`config.mk`:
```
export PLATFORM = sky130hd
export DESIGN_NAME = lsim_top
export DESIGN_NICKNAME = d
export VERILOG_FILES = /design/src/core/lsim_pkg.sv /design/src/core/lsim_gate_if.sv /design/src/core/lsim_gate.sv /design/src/core/lsim_top.sv
export SDC_FILE = /design/constraint.sdc
export NUM_CORES = 1
export LEC_CHECK = 0
export BUFFER_PORTS_ARGS = -buffer_cell sky130_fd_sc_hd__buf_2
export CAP_MARGIN = 10
export CORE_ASPECT_RATIO = 1.4
export CORE_UTILIZATION = 28
export CTS_CLUSTER_DIAMETER = 30
export CTS_CLUSTER_SIZE = 8
export DETAILED_ROUTE_END_ITERATION = 8
export PLACE_DENSITY = 0.58
export SKIP_CTS_REPAIR_TIMING = 1
export SLEW_MARGIN = 20
export SYNTH_ARGS = -nofsm -noshare
export SYNTH_HDL_FRONTEND = slang
export SYNTH_SLANG_ARGS = --single-unit
export TNS_END_PERCENT = 100
```
`constraint.sdc`:
```
create_clock -name clk_sys_i -period 1.1 [get_ports clk_sys_i]
set_input_delay 0.055 -clock clk_sys_i [delete_from_list [all_inputs] [get_ports clk_sys_i]]
set_output_delay 0.055 -clock clk_sys_i [all_outputs]
set_load 0.03 [all_outputs]
```
`src/core/lsim_pkg.sv`:
```
// constants for the load-switch interrupt mask block
package lsim_pkg;
   // register map
   localparam int LSIM_DATA_W = 8;
   localparam int LSIM_MASK_W = 6;
   localparam logic [7:0] LSIM_MASK_ADDR = 8'h04;
   localparam logic [LSIM_MASK_W-1:0] LSIM_MASK_RESET = 6'h00;
   localparam logic [LSIM_DATA_W-1:0] LSIM_REG_RESET = 8'h00;
   localparam logic [LSIM_DATA_W-1:0] LSIM_UNMAPPED_DATA = 8'h00;
   // field positions inside the mask register
   localparam int LSIM_BIT_SW3_FAULT = 5;
   localparam int LSIM_BIT_SW2_FAULT = 4;
   localparam int LSIM_BIT_SW1_FAULT = 3;
   localparam int LSIM_BIT_SW3_ILIMIT = 2;
   localparam int LSIM_BIT_SW2_ILIMIT = 1;
   localparam int LSIM_BIT_SW1_ILIMIT = 0;
   localparam int LSIM_RSVD_MSB = 7;
   localparam int LSIM_RSVD_LSB = 6;
   localparam logic [1:0] LSIM_RSVD_VALUE = 2'h0;
   // interrupt pin levels
   localparam logic LSIM_IRQ_ASSERTED = 1'b0;
   localparam logic LSIM_IRQ_IDLE = 1'b1;
endpackage

```
`src/core/lsim_gate_if.sv`:
```
// carrier between the mask register and the gating unit
`timescale 1ns/1ps
interface lsim_gate_if;
   import lsim_pkg::*;
   logic [LSIM_MASK_W-1:0] events;
   logic [LSIM_MASK_W-1:0] mask;
   logic [LSIM_MASK_W-1:0] pending;
   logic any_pending;
   modport gate
   (
      input events,
      input mask,
      output pending,
      output any_pending
   );
   modport ctrl
   (
      output events,
      output mask,
      input pending,
      input any_pending
   );
endinterface

```
`src/core/lsim_gate.sv`:
```
// mask gating of load-switch events onto the interrupt request
`timescale 1ns/1ps
module lsim_gate
(
   lsim_gate_if.gate gif
);
   import lsim_pkg::*;

   // a set mask bit removes only the event's path to the pin
   always_comb
   begin
      gif.pending = gif.events & ~gif.mask; // see RULE7 // see RULE8
      gif.any_pending = |gif.pending;
   end
endmodule

```
`src/core/lsim_top.sv`:
```
// load-switch interrupt mask register and interrupt pin driver
`timescale 1ns/1ps

// Operation
// RULE1 - bit 5 is a read/write mask for the third switch fault event.
// RULE2 - bit 4 is a read/write mask for the second switch fault event.
// RULE3 - bit 3 is a read/write mask for the first switch fault event.
// RULE4 - bit 2 is a read/write mask for the third switch current limit.
// RULE5 - bit 1 is a read/write mask for the second switch current limit.
// RULE6 - bit 0 is a read/write mask for the first switch current limit.
// RULE7 - with its mask bit clear, an event pulls the interrupt pin low.
// RULE8 - with its mask bit set, an event has no effect on the pin.
// RULE9 - masking never changes the monitoring of the conditions.
// RULE10 - all six mask bits come out of reset cleared.
// RULE11 - bits 7 and 6 are reserved, read-only and read as zero.
// RULE12 - the register sits at subaddress 4 and resets to zero.
// RULE13 - writes to the reserved bits are dropped and they stay zero.
module lsim_top #
(
   parameter int ADDR_W = 8
)
(
   input wire logic clk_sys_i,
   input wire logic rst_i,
   input wire logic [ADDR_W-1:0] reg_addr_i,
   input wire logic reg_wr_i,
   input wire logic [lsim_pkg::LSIM_DATA_W-1:0] reg_wdata_i,
   input wire logic reg_rd_i,
   input wire logic [lsim_pkg::LSIM_MASK_W-1:0] events_i,
   output logic [lsim_pkg::LSIM_DATA_W-1:0] reg_rdata_o,
   output logic reg_rd_valid_o,
   output logic [lsim_pkg::LSIM_MASK_W-1:0] event_seen_o,
   output logic irq_out_n_o
);
   import lsim_pkg::*;

   // refused at elaboration: address 4 needs at least three bits
   if (ADDR_W < 3)
   begin
      $error("lsim_top: ADDR_W too small to reach the mask register");
   end

   function automatic logic addr_hit(input logic [ADDR_W-1:0] a);
      addr_hit = (a == ADDR_W'(LSIM_MASK_ADDR));
   endfunction

   lsim_gate_if gif ();

   lsim_gate u_gate
   (
      .gif(gif)
   );

   // ---- mask register and read path
   logic [LSIM_MASK_W-1:0] mask_reg;
   logic [LSIM_MASK_W-1:0] mask_next;
   logic [LSIM_DATA_W-1:0] rdata_reg;
   logic [LSIM_DATA_W-1:0] rdata_next;
   logic rd_valid_reg;
   logic rd_valid_next;
   logic wr_hit;
   logic rd_hit;

   assign wr_hit = reg_wr_i && addr_hit(reg_addr_i); // see RULE12
   assign rd_hit = reg_rd_i && addr_hit(reg_addr_i); // see RULE12

   always_comb
   begin
      mask_next = mask_reg;
      rdata_next = rdata_reg;
      rd_valid_next = 1'b0;
      if (wr_hit)
      begin
         // write data bits 7 and 6 dropped: reserved bits hold no storage
         mask_next = reg_wdata_i[LSIM_MASK_W-1:0]; // see RULE13
         mask_next[LSIM_BIT_SW3_FAULT] =
            reg_wdata_i[LSIM_BIT_SW3_FAULT]; // see RULE1
         mask_next[LSIM_BIT_SW2_FAULT] =
            reg_wdata_i[LSIM_BIT_SW2_FAULT]; // see RULE2
         mask_next[LSIM_BIT_SW1_FAULT] =
            reg_wdata_i[LSIM_BIT_SW1_FAULT]; // see RULE3
         mask_next[LSIM_BIT_SW3_ILIMIT] =
            reg_wdata_i[LSIM_BIT_SW3_ILIMIT]; // see RULE4
         mask_next[LSIM_BIT_SW2_ILIMIT] =
            reg_wdata_i[LSIM_BIT_SW2_ILIMIT]; // see RULE5
         mask_next[LSIM_BIT_SW1_ILIMIT] =
            reg_wdata_i[LSIM_BIT_SW1_ILIMIT]; // see RULE6
      end
      if (reg_rd_i)
      begin
         rd_valid_next = 1'b1;
         // read shows the stored mask, not a write of the same cycle
         if (rd_hit)
         begin
            rdata_next = {LSIM_RSVD_VALUE, mask_reg}; // see RULE11
         end
         else
         begin
            rdata_next = LSIM_UNMAPPED_DATA;
         end
      end
   end

   always_ff @(posedge clk_sys_i)
   begin
      if (rst_i)
      begin
         mask_reg <= LSIM_MASK_RESET; // see RULE10
         rdata_reg <= LSIM_REG_RESET; // see RULE12
         rd_valid_reg <= 1'b0;
      end
      else
      begin
         mask_reg <= mask_next;
         rdata_reg <= rdata_next;
         rd_valid_reg <= rd_valid_next;
      end
   end

   // ---- event monitor and interrupt pin
   logic [LSIM_MASK_W-1:0] seen_reg;
   logic [LSIM_MASK_W-1:0] seen_next;
   logic irq_n_reg;
   logic irq_n_next;

   assign gif.events = events_i;
   assign gif.mask = mask_reg;

   always_comb
   begin
      // monitor path never looks at the mask
      seen_next = events_i; // see RULE9
      irq_n_next = gif.any_pending ? LSIM_IRQ_ASSERTED
                                   : LSIM_IRQ_IDLE; // see RULE7 // see RULE8
   end

   always_ff @(posedge clk_sys_i)
   begin
      if (rst_i)
      begin
         seen_reg <= LSIM_MASK_RESET;
         irq_n_reg <= LSIM_IRQ_IDLE;
      end
      else
      begin
         seen_reg <= seen_next;
         irq_n_reg <= irq_n_next;
      end
   end

   assign reg_rdata_o = rdata_reg;
   assign reg_rd_valid_o = rd_valid_reg;
   assign event_seen_o = seen_reg;
   assign irq_out_n_o = irq_n_reg;
endmodule

```
==> results.md <==
* Net Sw Frac at between 20% and 30%
* Vias per cell at around 4.6
* Post-synth cell types at 19
* Comb power frac at about an eighth
* Status: complete, but fails checks
* Sequential Area at around 400 um2
* Fillers at roughly 300
* Post-DRT Antenna Nets at 0
* Layout cells sized above 1 at 38.5%
* Fin crit share at roughly four fifths
* Total global-route track usage at approximately an eighth
* RSZ-0062 raised after global routing: no
* Clock Path Buffers at 2
* Cell Area, Synth at between 800 and 900 um2
* Detailed placement HPWL at 1.39 mm
* Final Slew Violations at 0
* Crit path required time at 1.27 ns
* # IOs at 42
* Peak Freq at 1.16 GHz
* R2R Setup Slk at ~0.24 ns
* Register bit total from synthesis at 20
* Worst Hold Class: in -> reg
* Clk Latency, worst-skew pair at about 0.25 ns
* Hold depth at 2
* Drt drc at 2
* Die area at 3190 um2
* Simple-gate share of the synthesized area at between 20% and 30%
* Crit Path Category: reg -> reg
* Violated checks: DRC
* Multi-input combinational cell area at approximately 340 um2
* Final clock skew at ~0.0012 ns
* 1st-iter DRT viols at 27
* Post-synthesis adder-cell area fraction at 0%
* Final hold violation count at 0
* Worst EP arrival at 1.03 ns
* FF-to-FF path depth at 3
* Peak supply drop at just under 0.5 mV
* R2r startpoint: gif.mask[0]
* Drt pass-1 iters at 6
* Reg2reg end: irq_out_n_o
* CTS tree: built
* First-pass GRT wire length at approximately 2.8 mm
* Drt total wl at approximately 1.8 mm
* Global route overflow at 0
* Crit path capture: irq_out_n_o
* CORE AREA at between 2000 and 3000 um2
* Power per cell area at 1260 nW/um2
* Initial Util at about 29%
* DIE WIDTH at 48 um
* Leading cell type in the layout, fill and taps excluded: buf_2
* Row count at 23
* Root Driver: clkbuf_8
* Combinational family with the most area after synthesis: simple AND/OR/NAND/NOR gates
* H-tree Lvls at 1
* Max-cap viol count at 0
* Complex-gate fraction of the synthesized area at a little under a fifth
* Post-synthesis cell count at 84
* Leak at between 0.4 and 0.5 nW
* Total CTS buffers at 3
* NetSw at 0.323 mW
* Clock transition at path regs at 0.07 ns
* Min Tclk post-route at 0.861 ns
* Clock share of power at 33.4%
* Largest net degree at the start of global routing at 14
* Synth-to-Final Area Change at 31.1%
* Port bufs at 37
* Final TNS setup at 0 ns
* Startpoint Class: flop
* Sequential share of the synthesized area at 48.3%
* XOR/XNOR Fraction of Synth Area at 0%
* Initial antenna violation count at 0
* Avg WL per Cell at between 10 and 15 um
* Mapped Avg Cell Area at just under 10 um2
* Die Y at ~66 um
* CP startpoint: gif.mask[0]
* Synth warn at 0
* CP Max Fanout at 2
* DR vias at about 740
* Vias in the first global route at around 670
* Antenna Diode Count at 0
* Critical Path End Type: flop
* Most frequent cells in the layout: 37 x buf_2, 20 x dfxtp_1, 10 x inv_1
* Total Power at between 1 and 1.5 mW
* Placer Congestion at 0.768
* Post-synthesis mux area share at 0%
* # clock sinks at 20
* # nets final at 150
* Sequential cell fraction of total power at a little over half
* Pint at roughly 1.1 mW
* Endpoints failing setup at 0
==> final cells by class <==
class,instances,area share [%]
flip-flops and latches,20,36.8
multi-input cells,47,31.2
inverters,10,3.45
clock buffers,3,3.80
repair buffers,42,20.5
well taps,37,4.26
==> critical path: stages (launching register included) <==
cell     delay (ns)
dfxtp_1        0.35
inv_1          0.06
a22o_1         0.20
o31ai_1        0.17
==> per-stage QoR <==
step	instances	setup slack (ns)	cell area, um2	util (%)	hold WS (ns)
CTS	159	0.234	1090	38.2	0.0173
finish	159	0.239	1090	38.2	0.0182
detailed placement	156	0.0200	1050	36.7	0.281
global route	159	0.172	1090	38.2	0.0155
global placement	156	0.0365	1050	36.7	0.278
floorplan	85	0.184	833	-	0.167
==> layer usage <==
layer,vias up,global-route usage (%),part of all wire (%)
met4,0,7.29,0.91
li1,368,-,-
met3,2,2.46,5.6
met2,33,19.8,53
met5,-,0,0
met1,336,14.2,40
==> worst min path at each step <==
| stage | start | endpoint | slack [ns] |
|---|---|---|---|
| 2_1_floorplan | events_i[2] | event_seen_o[2] | 0.17 |
| 3_3_place_gp | reg_wdata_i[2] | gif.mask[2] | 0.28 |
| 3_5_place_dp | reg_wdata_i[2] | gif.mask[2] | 0.28 |
| 4_1_cts | reg_wdata_i[2] | gif.mask[2] | 0.02 |
| 5_1_grt | reg_wdata_i[2] | gif.mask[2] | 0.02 |
| 6_report | reg_wdata_i[2] | gif.mask[2] | 0.02 |
==> synth_stat cells <==
cell	number	share of area, %
nor2_1	3	1.4
a311oi_1	5	5.3
dfxtp_1	20	48
inv_1	10	4.5
a31o_1	5	5.3
clkbuf_1	3	1.4
nor4_4	1	2.6
nor2b_1	5	3.8
a22o_1	2	2.1
nand2b_1	6	4.5
o22ai_1	1	0.75
conb_1	1	0.45
and3_1	1	0.75
buf_4	3	2.7
nor4b_4	1	2.9
buf_6	2	2.7
o31ai_1	2	1.8
nand4_1	7	5.3
a21oi_1	6	3.6
==> logic make-up (layout without fill, tap and decap cells) <==
logic type / count (synthesis) / count (layout)
buffers and inverters: 18 / 55
AO/OA/AOI/OAI: 21 / 21
flip-flops: 20 / 20
AND/OR/NAND/NOR: 24 / 24
other: 1 / 2
==> power by group through the flow <==
stage	registers (mW)	logic [mW]	clock network (mW)
floorplan	0.793	0.0642	0
global placement	0.759	0.172	0
detailed placement	0.760	0.173	0
CTS	0.743	0.173	0.477
global route	0.744	0.185	0.504
finish	0.743	0.171	0.460
Note: power is estimated with default switching activity, not from simulation.
